### config.mk
export PLATFORM = sky130hd
export DESIGN_NAME = pls_slice
export DESIGN_NICKNAME = d
export VERILOG_FILES = /design/src/pls_pkg.sv /design/src/pls_slice.sv /design/src/pls_lut4.sv
export SDC_FILE = /design/constraint.sdc
export NUM_CORES = 1
export LEC_CHECK = 0
export BUFFER_PORTS_ARGS = -buffer_cell sky130_fd_sc_hd__buf_2
export CAP_MARGIN = 10
export CORE_ASPECT_RATIO = 0.9
export CORE_MARGIN = 2
export CORE_UTILIZATION = 57
export DETAILED_ROUTE_END_ITERATION = 12
export PLACE_DENSITY = 0.86
export SETUP_SLACK_MARGIN = 0.5
export SLEW_MARGIN = 0
export SYNTH_ARGS = -nofsm -noshare
export SYNTH_HDL_FRONTEND = slang
export SYNTH_SLANG_ARGS = --single-unit
### constraint.sdc
create_clock -name ref_clk -period 6.1 [get_ports ref_clk]
set_input_delay 0.915 -clock ref_clk [delete_from_list [all_inputs] [get_ports ref_clk]]
set_output_delay 0.915 -clock ref_clk [all_outputs]
set_load 0.005 [all_outputs]
### src/pls_pkg.sv
// Purpose: Shared types and constants for the programmable logic slice.
// Assumes: One system clock; configuration arrives as a static struct.
// Notes:   What the slice keeps, per tag:
// What this block does
// - Full slice: logic, ripple, RAM, ROM modes
// - Reduced slice: no distributed RAM mode
// - Logic mode: two sixteen-entry four-input tables
// - Two tables muxed into five-input function
// - Wide mux cascades slices for larger functions
// - Ripple: add, subtract, dynamic add/subtract
// - Ripple: up/down counters, multiplier building block
// - Ripple: compare ge, ne, le
// - Ripple: produce carry generate and propagate
// - Carry chain input accepted, output driven
// - RAM mode: single-port sixteen by two memory
// - ROM mode: two sixteen by one tables
// - Two registered, two bypass outputs; ce, set/reset
package pls_pkg;

   localparam int PLS_LUT_IN    = 4;
   localparam int PLS_LUT_DEPTH = 16;
   localparam int PLS_WIDTH     = 2;

   // Lookup input b bit that acts as RAM write enable
   localparam int PLS_RAM_WE_BIT = 0;

   localparam logic [PLS_WIDTH-1:0] PLS_REG_CLEAR = 2'h0;
   localparam logic [PLS_WIDTH-1:0] PLS_REG_SET   = 2'h3;
   localparam logic [PLS_WIDTH-1:0] PLS_OP_ZERO   = 2'h0;
   localparam logic [PLS_WIDTH-1:0] PLS_OP_ONES   = 2'h3;

   typedef enum logic [1:0] {
      PLS_MODE_LOGIC,
      PLS_MODE_RIPPLE,
      PLS_MODE_RAM,
      PLS_MODE_ROM
   } pls_mode_e;

   typedef enum logic [2:0] {
      PLS_OP_ADD,
      PLS_OP_SUB,
      PLS_OP_ADDSUB,
      PLS_OP_UPCNT,
      PLS_OP_DNCNT,
      PLS_OP_MULT,
      PLS_OP_CMP
   } pls_arith_e;

   typedef struct packed {
      pls_mode_e                mode;
      pls_arith_e               op;
      logic [PLS_LUT_DEPTH-1:0] lut0_init;
      logic [PLS_LUT_DEPTH-1:0] lut1_init;
      logic                     lsr_is_set;
   } pls_cfg_s;

   typedef struct packed {
      logic ge;
      logic ne;
      logic le;
   } pls_cmp_s;

   typedef struct packed {
      logic gen;
      logic prop;
   } pls_carry_s;

   typedef struct packed {
      logic [PLS_LUT_DEPTH-1:0] ram0;
      logic [PLS_LUT_DEPTH-1:0] ram1;
      logic [PLS_WIDTH-1:0]     q;
   } pls_state_s;

   localparam pls_state_s PLS_STATE_RST = '0;

endpackage

### src/pls_slice.sv
// Purpose: Configurable logic slice: two tables, muxes, ripple unit, registers.
// Assumes: cfg is static while in use; partner slices share ref_clk.
// Notes:   HAS_RAM clear builds the reduced, RAM-less variant.
`timescale 1ns/1ps
module pls_slice
   import pls_pkg::*;
#(
   parameter bit HAS_RAM = 1'b1
)
(
   input  wire logic                  ref_clk,
   input  wire logic                  rst_b,
   input  wire pls_cfg_s              cfg,
   input  wire logic [PLS_LUT_IN-1:0] lut_in_a,
   input  wire logic [PLS_LUT_IN-1:0] lut_in_b,
   input  wire logic                  multipurpose_in_a,
   input  wire logic                  multipurpose_in_b,
   input  wire logic                  clk_en,
   input  wire logic                  local_set_reset_in,
   input  wire logic                  carry_chain_in,
   input  wire logic                  wide_mux_in,
   output      logic [PLS_WIDTH-1:0]  lut_bypass_out,
   output      logic [PLS_WIDTH-1:0]  slice_register_out,
   output      logic                  five_input_mux_out,
   output      logic                  wide_mux_out,
   output      logic                  carry_chain_out,
   output      pls_carry_s            carry_gp,
   output      pls_cmp_s              cmp_out
);

   pls_state_s               st_q;
   pls_state_s               st_d;
   logic                     ram_mode;
   logic                     ripple_mode;
   logic                     ram_wr;
   logic [PLS_LUT_DEPTH-1:0] tbl0;
   logic [PLS_LUT_DEPTH-1:0] tbl1;
   logic [PLS_LUT_IN-1:0]    addr1;
   logic                     f0;
   logic                     f1;
   logic [PLS_WIDTH-1:0]     opa;
   logic [PLS_WIDTH-1:0]     opb;
   logic [PLS_WIDTH-1:0]     opb_eff;
   logic [PLS_WIDTH:0]       part;
   logic [PLS_WIDTH:0]       sum;

   // The reduced variant never sees RAM mode; it falls back to ROM reads
   assign ram_mode    = HAS_RAM && (cfg.mode == PLS_MODE_RAM);
   assign ripple_mode = (cfg.mode == PLS_MODE_RIPPLE);
   assign ram_wr      = ram_mode && clk_en && lut_in_b[PLS_RAM_WE_BIT];

   // Single port: both bits share the address on lookup group a
   assign tbl0  = ram_mode ? st_q.ram0 : cfg.lut0_init;
   assign tbl1  = ram_mode ? st_q.ram1 : cfg.lut1_init;
   assign addr1 = ram_mode ? lut_in_a : lut_in_b;

   pls_lut4 u_lut0 (
      .table_bits (tbl0),
      .sel        (lut_in_a),
      .out        (f0)
   );

   pls_lut4 u_lut1 (
      .table_bits (tbl1),
      .sel        (addr1),
      .out        (f1)
   );

   // Operand bit 0 comes from group a, bit 1 from group b
   always_comb begin
      opa     = {lut_in_b[0], lut_in_a[0]};
      opb     = {lut_in_b[1], lut_in_a[1]};
      opb_eff = opb;
      case (cfg.op)
         PLS_OP_ADD: begin
            opb_eff = opb;
         end
         PLS_OP_SUB: begin
            opb_eff = ~opb;
         end
         PLS_OP_ADDSUB: begin
            opb_eff = multipurpose_in_a ? opb : ~opb;
         end
         PLS_OP_UPCNT: begin
            opa     = st_q.q;
            opb_eff = PLS_OP_ZERO;
         end
         PLS_OP_DNCNT: begin
            opa     = st_q.q;
            opb_eff = PLS_OP_ONES;
         end
         PLS_OP_MULT: begin
            opb_eff = opb & {PLS_WIDTH{multipurpose_in_b}};
         end
         PLS_OP_CMP: begin
            opb_eff = ~opb;
         end
         default: begin
            opb_eff = opb;
         end
      endcase
   end

   // Borrow is an inverted carry, so a low stage of a subtractor wants carry in high
   assign part = {1'b0, opa} + {1'b0, opb_eff};
   assign sum  = part + {{PLS_WIDTH{1'b0}}, carry_chain_in};

   assign carry_gp.gen     = part[PLS_WIDTH];
   assign carry_gp.prop    = &(opa ^ opb_eff);
   assign carry_chain_out  = carry_gp.gen | (carry_gp.prop & carry_chain_in);

   // Not-equal chains in from the lower slice on multipurpose input b
   assign cmp_out.ge = carry_chain_out;
   assign cmp_out.ne = (opa != opb) | multipurpose_in_b;
   assign cmp_out.le = ~carry_chain_out | ~cmp_out.ne;

   assign lut_bypass_out     = ripple_mode ? sum[PLS_WIDTH-1:0] : {f1, f0};
   assign five_input_mux_out = multipurpose_in_a ? f1 : f0;
   assign wide_mux_out       = multipurpose_in_b ? wide_mux_in : five_input_mux_out;
   assign slice_register_out = st_q.q;

   always_comb begin
      st_d = st_q;
      if (ram_wr) begin
         st_d.ram0[lut_in_a] = multipurpose_in_a;
         st_d.ram1[lut_in_a] = multipurpose_in_b;
      end else if (!ram_mode && HAS_RAM) begin
         // Preload so entering RAM mode starts from the programmed contents
         st_d.ram0 = cfg.lut0_init;
         st_d.ram1 = cfg.lut1_init;
      end
      if (local_set_reset_in) begin
         st_d.q = cfg.lsr_is_set ? PLS_REG_SET : PLS_REG_CLEAR;
      end else if (clk_en) begin
         st_d.q = lut_bypass_out;
      end
   end

   always_ff @(posedge ref_clk) begin
      if (!rst_b) begin
         st_q <= PLS_STATE_RST;
      end else begin
         st_q <= st_d;
      end
   end
endmodule

### src/pls_lut4.sv
// Purpose: One four-input lookup table read combinationally.
// Assumes: Table contents are supplied by the caller.
// Notes:   Shared by logic, ROM and RAM read paths.
`timescale 1ns/1ps
module pls_lut4
   import pls_pkg::*;
(
   input  wire logic [PLS_LUT_DEPTH-1:0] table_bits,
   input  wire logic [PLS_LUT_IN-1:0]    sel,
   output      logic                     out
);

   assign out = table_bits[sel];

endmodule

; ---- Yosys cells after proc, flatten, opt, wreduce, memory -nomap -nowiden
; Cells that the tools add are included.
[word_totals]
in_bits = 54
register_bits = 34
word_cells = 56
[classes]
n_mux = 22
reduce_logical = 7
n_addsub = 2
bitwise = 9
magnitude_cmp = 3
eq_ne = 10
[ops]
columns = cell, n
row1 = $mux 32, 2
row2 = $bwmux 16, 2
row3 = $mux 16, 2
row4 = $mux 2, 6
row5 = $lt 4x5->1 const B, 2
row6 = $pmux 2 s5, 1
row7 = $eq 3x3->1 const B, 3
row8 = $bmux 1 s4, 2
row9 = $eq 3x2->1 const B, 2
row10 = $mux 1, 5
row11 = $demux 1 s4, 1
row12 = $ge 4x1->1 const B, 1
row13 = $mux 4, 1
row14 = $reduce_or 2->1, 2
row15 = $add 2x2->3, 1
row16 = $eq 3x1->1 const B, 1
row17 = $logic_and 1x1->1, 3
row18 = $or 1x1->1, 3
row19 = $add 2x1->2, 1
row20 = $and 2x2->2, 1
row21 = $eq 2x1->1 const B, 1
row22 = $eq 2x2->1 const B, 1
row23 = $ne 2x1->1 const B, 1
row24 = $ne 2x2->1, 1
row25 = other kinds (6), 7

; ---- Logic depth before layout (Yosys ltp)
; Gate-level depths: netlist of run 1.
[logic_depth]
word_depth = 9
ltp_mapped = 11

; ---- Modules after synthesis
; From an unflattened synthesis of run 1, not the netlist that was laid out.
[hier_totals]
cells_unflattened = 288
hier_area_um2 = 2606.2
[modules_own_cells]
columns = mod, area_per_inst_um2, cells_each, instances, seq_area_each_um2
row1 = pls_slice, 2336.0, 274, 1, 680.7
row2 = pls_lut4, 135.1, 7, 2, 0.0

; ---- Worst setup path before layout of run 1
; No wires, ideal clock.
[synth_timing]
path_type = input to output
from = input port cfg[33] in the netlist's numbering
to = output port lut_bypass_out[1]
required_time_ns = 5.185
n_path_buf = 1
path_slack_ns = 2.395
cell_stages = 8
t_arrival_ns = 2.790
path_cell_list = clkbuf_1 > nand2b_1 > mux2_2 > mux2_2 > ha_1 > fa_1 > xnor2_1 > a21oi_1
[synth_between]
elab_chain_len = 6
word_cells_on_any_way = 13
cone_classes = 2 x add/sub / 6 x eq/ne / 3 x mux / 2 x reduce/logical
[synth_rtl]
columns = item, line
row1 = "start, declared", pls_slice.sv:13  ; input wire pls_cfg_s cfg,
row2 = "$eq 3x3->1, or another cell as far along", pls_slice.sv:74  ; case (cfg.op)
row3 = $reduce_or 2->1 (no source line), -
row4 = $pmux 2 s5 / $mux 2 (equally long branches), pls_slice.sv:74
row5 = $add 2x2->3 (*), pls_slice.sv:105  ; assign part = {1'b0, opa} + {1'b0, opb_eff};
row6 = $add 2x1->2 (*), pls_slice.sv:106  ; assign sum = part + {{PLS_WIDTH{1'b0}}, carry_chain_in};
row7 = $mux 2 (*), pls_slice.sv:117  ; assign lut_bypass_out = ripple_mode ? sum[PLS_WIDTH-1:0] : {f1, f0};
row8 = "end, declared", pls_slice.sv:22  ; output logic [PLS_WIDTH-1:0] lut_bypass_out,
; Mark *: on every way between the ends. The rest lies on a longest branch, timed or not.

; ---- Worst setup path in the final report of run 1
[layout_timing]
from = input port cfg[36] in the netlist's numbering
to = output port wide_mux_out
[layout_between]
elab_chain_len = 6
word_cells_on_any_way = 10
cone_classes = 1 x eq/ne / 9 x mux
[layout_rtl]
columns = item, line
row1 = $eq 2x2->1 (*), pls_slice.sv:48  ; assign ram_mode = HAS_RAM && (cfg.mode == PLS_MODE_RAM);
row2 = "$mux 16, or another cell as far along", pls_slice.sv:53  ; assign tbl0 = ram_mode ? st_q.ram0 : cfg.lut0_init;
row3 = $bmux 1 s4, pls_lut4.sv:13  ; assign out = table_bits[sel];
row4 = $mux 1 (implied by the code), pls_lut4.sv:13
row5 = $mux 1 (*), pls_slice.sv:118  ; assign five_input_mux_out = multipurpose_in_a ? f1 : f0;
row6 = $mux 1 (*), pls_slice.sv:119  ; assign wide_mux_out = multipurpose_in_b ? wide_mux_in : five_input_mux_out;
row7 = "end, declared", pls_slice.sv:25  ; output logic wide_mux_out,
; Mark *: on every way between the ends. The rest lies on a longest branch, timed or not. The select of a mux whose other input is x is not followed.

==> run summary, run 1 <==
Tmin final: 4.17 ns
Worst path top cell family by delay: simple AND/OR/NAND/NOR gates
1st-iter DRT viols: 317
Critical R2R Launch: st_q[5]
routed wire length: 7.23 mm
FP Rows: 22
worst min path class: reg2reg
Reg2Reg Depth: 7
met1 Resource Use GR: 40.1%
FMAX: 240 MHz
Starting Density: 59.9%
Max-cap violations: 0
total die area: 4860 um2
CP Class: in2out
Post-CTS Setup Repair Bufs: 0
post-synthesis net count: 380
worst vdd ir: 149 uV
post-synthesis simple-gate area fraction: 26.1%
ANT cells: 0
fin crit share: 68.4%
TNS Setup: 0 ns
mean routed wirelength per cell: 17.4 um
Final setup viols: 0
R2R setup slack: 4.16 ns
cts hold-fix bufs: 0
Mapped Area: 2460 um2
critical path startpoint category: input pin
vias per cell: 6.42
GPL Wtd Cong: 0.894
final worst slack: 1.93 ns
Slew Viols, Final: 0
leak pwr: 1.14 nW
Die H: 66.3 um
Synth Area in XOR/XNOR: 1.07%
final setup skew: 0.00512 ns
Net count, final: 425
core area: 4100 um2
total number of yosys warnings: 0
met3 usage: 7.16%
worst-margin pin slew: 1.08 ns
pre-CTS setup slack: 2.00 ns
largest net degree at the start of global routing: 59
Power Density: 205 nW/um2
Root Driver: clkbuf_8
H-Tree Level Count: 2
I/O pins: 66
clock sinks: 34
CP Cell Sequence: buf_2, nand2b_2, nand2_1, nand3_1, a311oi_1, nor4_1, mux2_4, mux2_2, buf_2
met2 Resource Use GR: 50.6%
Port Buffers: 65
most common cell after layout, fill and taps aside: buf_2
commonest cells after routing, fill and taps aside: buf_2 (65), nand2_1 (56), a21oi_1 (39)
status: complete, no violations
die width: 73.2 um
DR pass1 iterations: 6
Worst EP required: 5.18 ns
Clock Tree Buf Depth: 2
post-synthesis sequential area ratio: 27.7%
max incr delay on CP: 0.68 ns
main combinational cell family by area after synthesis: simple AND/OR/NAND/NOR gates
initial antenna violation count: 0
vias: 2,670
vias in the first global route: 2,481
unique cell type count in the Yosys netlist: 41
Worst Hold End: st_q[9]
GRT Util Overall: 31.1%
global route overflow: 0
drc violations: 0
post-synthesis compound-gate area fraction: 26.0%
HPWL Detailed: 5.15 mm
Antenna Nets Post-Route: 0
layout cells sized above 1: 23.6%
CP Max Fanout: 58
Crit-path slowest cell: nand2b_2
Hold Startpoint: st_q[9]
unrepaired setup endpoints after global routing: no
CP endpoint kind: output port
Buffers & Inverters on Critical Path: 2
mux share of post-synthesis cell area: 11.3%
final hold vios: 0
Non-Filler Instances: 416
first-pass GRT wire length: 11.5 mm
worst slew margin relative to its limit: 28.1%
Post-Synth Adder-Cell Area: 2.34%
most used cell, CP: buf_2
#FFs+latches synth: 34
P&R area growth vs syn: 14.2%
critical path arrival: 3.25 ns
Inst Count DP: 408
CTS tree: yes
cts repair resizes: 0
Hold Crit Depth: 2
worst skew pair latency: 0.29 ns
Mapped Cells: 322
number of buffers created by CTS: 5
mean post-synth cell area: 7.64 um2
clock transition at the registers of the reported paths: 0.07 ns
grt peak-use layer: met2
worst r2r dst: slice_register_out[1]
-- per-stage QoR --
step	hold WS [ns]	total power, mW	area [um2]	utilization [%]
after global routing	0.485	0.603	2810	68.5
after CTS	0.462	0.574	2810	68.5
final	0.458	0.576	2810	68.5
after global placement	0.441	0.400	2720	66.2
after detailed placement	0.452	0.404	2720	66.2
after floorplan	0.432	0.353	2460	-
-- report_power, final --
group	total [mW]	internal, mW	leakage (nW)	switching, mW
combinational	0.157	0.0711	0.812	0.0857
sequential	0.245	0.237	0.282	0.00852
clock	0.174	0.0911	0.0482	0.0829
-- sequential cells by signal, indices dropped and copies added (netlist names) --
| signal | count |
|---|---|
| slice_register_out | 2 |
| st_q | 32 |
-- logic make-up (layout without fill, tap and decap cells) --
| family | after synthesis | count (layout) |
|---|---|---|
| AO/OA/AOI/OAI | 93 | 93 |
| XOR/XNOR | 3 | 3 |
| adder cells (fa/ha/maj) | 4 | 4 |
| buffers and inverters | 28 | 74 |
| flip-flops | 34 | 34 |
| multiplexers | 16 | 16 |
| AND/OR/NAND/NOR | 144 | 144 |
-- how the worst max path moves through the flow --
| stage | to | depth (start not counted) | slack (ns) | start |
|---|---|---|---|---|
| after floorplan | lut_bypass_out[1] | 8 | 2.39 | cfg[33] |
| after global placement | wide_mux_out | 9 | 2.02 | cfg[36] |
| after detailed placement | wide_mux_out | 9 | 2.00 | cfg[36] |
| after CTS | wide_mux_out | 9 | 1.98 | cfg[36] |
| after global routing | wide_mux_out | 9 | 1.68 | cfg[37] |
| final | wide_mux_out | 9 | 1.93 | cfg[36] |
-- worst reg2reg max path, delay by kind of cell, from the launching register on --
kind            cells  cell delay [ns]
compound gates      3             0.66
mux                 1             0.45
flops               1             0.32
simple gates        3             0.42
-- synthesized netlist by cell type (all sizes together) --
cell type	count	area [um2]
nor2	36	135
o21a	1	7.51
nand4	2	12.5
o311a	1	10.0
mux2	5	60.1
inv	1	3.75
xnor2	1	8.76
xor2	2	17.5
o21ai	5	25.0
a22oi	23	173
fa	1	20.0
a21o	1	7.51
nand3b	1	7.51
nand2	56	210
clkbuf	15	56.3
ha	3	37.5
dfxtp	34	681
mux4	8	188
a31oi	7	43.8
nor2b	6	37.5
and3	4	25.0
a21oi	39	195
and2	1	6.26
buf	12	76.3
o31ai	1	7.51
nand3	19	95.1
a311oi	2	17.5
nor3	5	25.0
a2111oi	2	55.1
mux2i	3	30.0
a32oi	1	8.76
or3	3	18.8
o311ai	1	8.76
a22o	9	78.8
nor4	2	12.5
nand2b	9	56.3
-- final cells by class --
cell class | count | area [um2]
Fill cell | 351 | 1290
Clock inverter | 1 | 5.00
Timing Repair Buffer | 65 | 325
Sequential cell | 34 | 681
Tap cell | 48 | 60.1
Clock buffer | 7 | 86.3
Multi-Input combinational cell | 260 | 1650
Inverter | 1 | 3.75
-- layer usage --
layer  routed length [um]  vias to the layer above
li1                     -                     1263
met1                 3010                     1229
met2                 3300                      150
met3                  717                       28
met4                  195                        0
met5                    0                        -
Power figures use the tool's default switching activity.
==> inputs of run 2 (changes only) <==
CORE_UTILIZATION = 48   (was 57)
PLACE_DENSITY = 0.77   (was 0.86)
clock period = 3.5 ns   (was 6.1 ns; I/O delays follow)
==> run 2 against run 1 <==
- clock power rose by 64%
- global-route usage fell by 4.8 points
- non-clock buffer count rose by 7
- critical endpoint is now lut_bypass_out[1]
- largest cell class unchanged
- largest power group unchanged
==> run summary, run 2 (synthesis gave the netlist of run 1 again) <==
most common cell after layout, fill and taps aside: buf_2
critical path startpoint category: input pin
Worst Hold End: st_q[32]
ANT cells: 0
fin crit share: 84.8%
R2R setup slack: 1.52 ns
CTS tree: yes
worst min path class: reg2reg
GPL Wtd Cong: 0.914
CP Max Fanout: 7
clock transition at the registers of the reported paths: 0.07 ns
drc violations: 0
layout cells sized above 1: 28.9%
GRT Util Overall: 26.4%
FP Rows: 24
fill count: 417
Tmin final: 2.97 ns
Hold Startpoint: st_q[32]
cts hold-fix bufs: 0
final worst slack: 0.533 ns
total die area: 5710 um2
Die H: 71.9 um
first-pass GRT wire length: 11.7 mm
Critical R2R Launch: st_q[8]
DR pass1 iterations: 6
Worst EP required: 2.97 ns
die width: 79.4 um
Antenna Nets Post-Route: 0
Power Density: 340 nW/um2
routed wire length: 7.63 mm
DP Area: 2770 um2
1st-iter DRT viols: 436
worst skew pair latency: 0.29 ns
final hold vios: 0
final setup skew: 0.00280 ns
Hold Crit Depth: 2
Reg2Reg Depth: 7
Net count, final: 432
Root Driver: clkbuf_8
I/O pins: 66
leak pwr: 1.24 nW
CP endpoint kind: output port
pre-CTS setup slack: 0.405 ns
Final setup viols: 0
TNS Setup: 0 ns
Top reg by flops: st_q
clock sinks: 34
H-Tree Level Count: 2
largest net degree at the start of global routing: 59
Port Buffers: 65
Slew Viols, Final: 0
vias: 2,757
CP Class: in2out
worst-margin pin slew: 1.08 ns
P&R area growth vs syn: 23.2%
unrepaired setup endpoints after global routing: yes
mean routed wirelength per cell: 17.4 um
core area: 4890 um2
FMAX: 337 MHz
Final Cell Area: 3030 um2
vias per cell: 6.28
Clock Tree Buf Depth: 2
commonest cells after routing, fill and taps aside: buf_2 (59), nand2_1 (55), a21oi_1 (37)
worst slew margin relative to its limit: 27.9%
max FFs per register: 32
status: complete, no violations
Max-cap violations: 0
vias in the first global route: 2,374
global route overflow: 0
critical path arrival: 2.44 ns
number of buffers created by CTS: 5
worst vdd ir: 184 uV
Starting Density: 50.2%
worst r2r dst: slice_register_out[1]
initial antenna violation count: 0
HPWL Detailed: 5.27 mm
## run 2: cell count changes in the layout (fill, tap and decap cells not counted), sizes merged
cell | previous run | this run
buf | 65 | 70
clkinv | 1 | 2
## run 2: area by class of cell
| cell class | count | area (um2) | share of cell area, % |
|---|---|---|---|
| Sequential cell | 34 | 681 | 22.5 |
| Clock buffer | 5 | 68.8 | 2.27 |
| Timing Repair Buffer | 72 | 450 | 14.9 |
| Multi-Input combinational cell | 260 | 1730 | 57.2 |
| Tap cell | 65 | 81.3 | 2.69 |
| Inverter | 1 | 3.75 | 0.124 |
| Clock inverter | 2 | 10.0 | 0.331 |
## run 2: repair_timing
item,CTS,global route
pin swaps,3,6
endpoints found under the setup margin,2,2
setup buffers,1,3
gates resized for setup,9,24
cloned,0,1
## run 2: worst max-delay path, stage by stage
cell and delay, ns:
buf_12 0.11, nand2b_4 0.13, mux2_4 0.28, mux2_4 0.33, ha_4 0.16, fa_2 0.54, xnor2_2 0.08, a21oi_2 0.15
buf_2 0.12
## run 2: power breakdown
part | total (mW) | internal, mW | switching, mW
Clock | 0.286 | 0.134 | 0.152
Sequential | 0.428 | 0.412 | 0.0158
Combinational | 0.317 | 0.153 | 0.164
## run 2: worst max-delay path by stage
stage | from | end | slack (ns) | depth (start not counted)
floorplan | cfg[33] | lut_bypass_out[1] | 0.57 | 8
global placement | lut_in_b[0] | wide_mux_out | 0.45 | 8
detailed placement | cfg[35] | lut_bypass_out[1] | 0.40 | 9
CTS | cfg[33] | lut_bypass_out[1] | 0.44 | 9
global route | cfg[33] | lut_bypass_out[1] | 0.49 | 9
finish | cfg[33] | lut_bypass_out[1] | 0.53 | 9
## run 2: per-layer routing
| layer | share of wire [%] | track usage [%] |
|---|---|---|
| met5 | 0 | 0 |
| met4 | 1.4 | 8.05 |
| met3 | 10 | 6.47 |
| met2 | 46 | 40.3 |
| met1 | 43 | 37.0 |
## run 2: per-stage QoR
stage,power (mW),cells,utilization (%),hold slack (ns)
3_5_place_dp,0.710,427,56.5,0.453
3_3_place_gp,0.705,427,56.5,0.454
4_1_cts,1.00,435,59.1,0.467
2_1_floorplan,0.615,322,-,0.432
6_report,1.03,439,61.9,0.471
5_1_grt,1.08,439,61.9,0.489
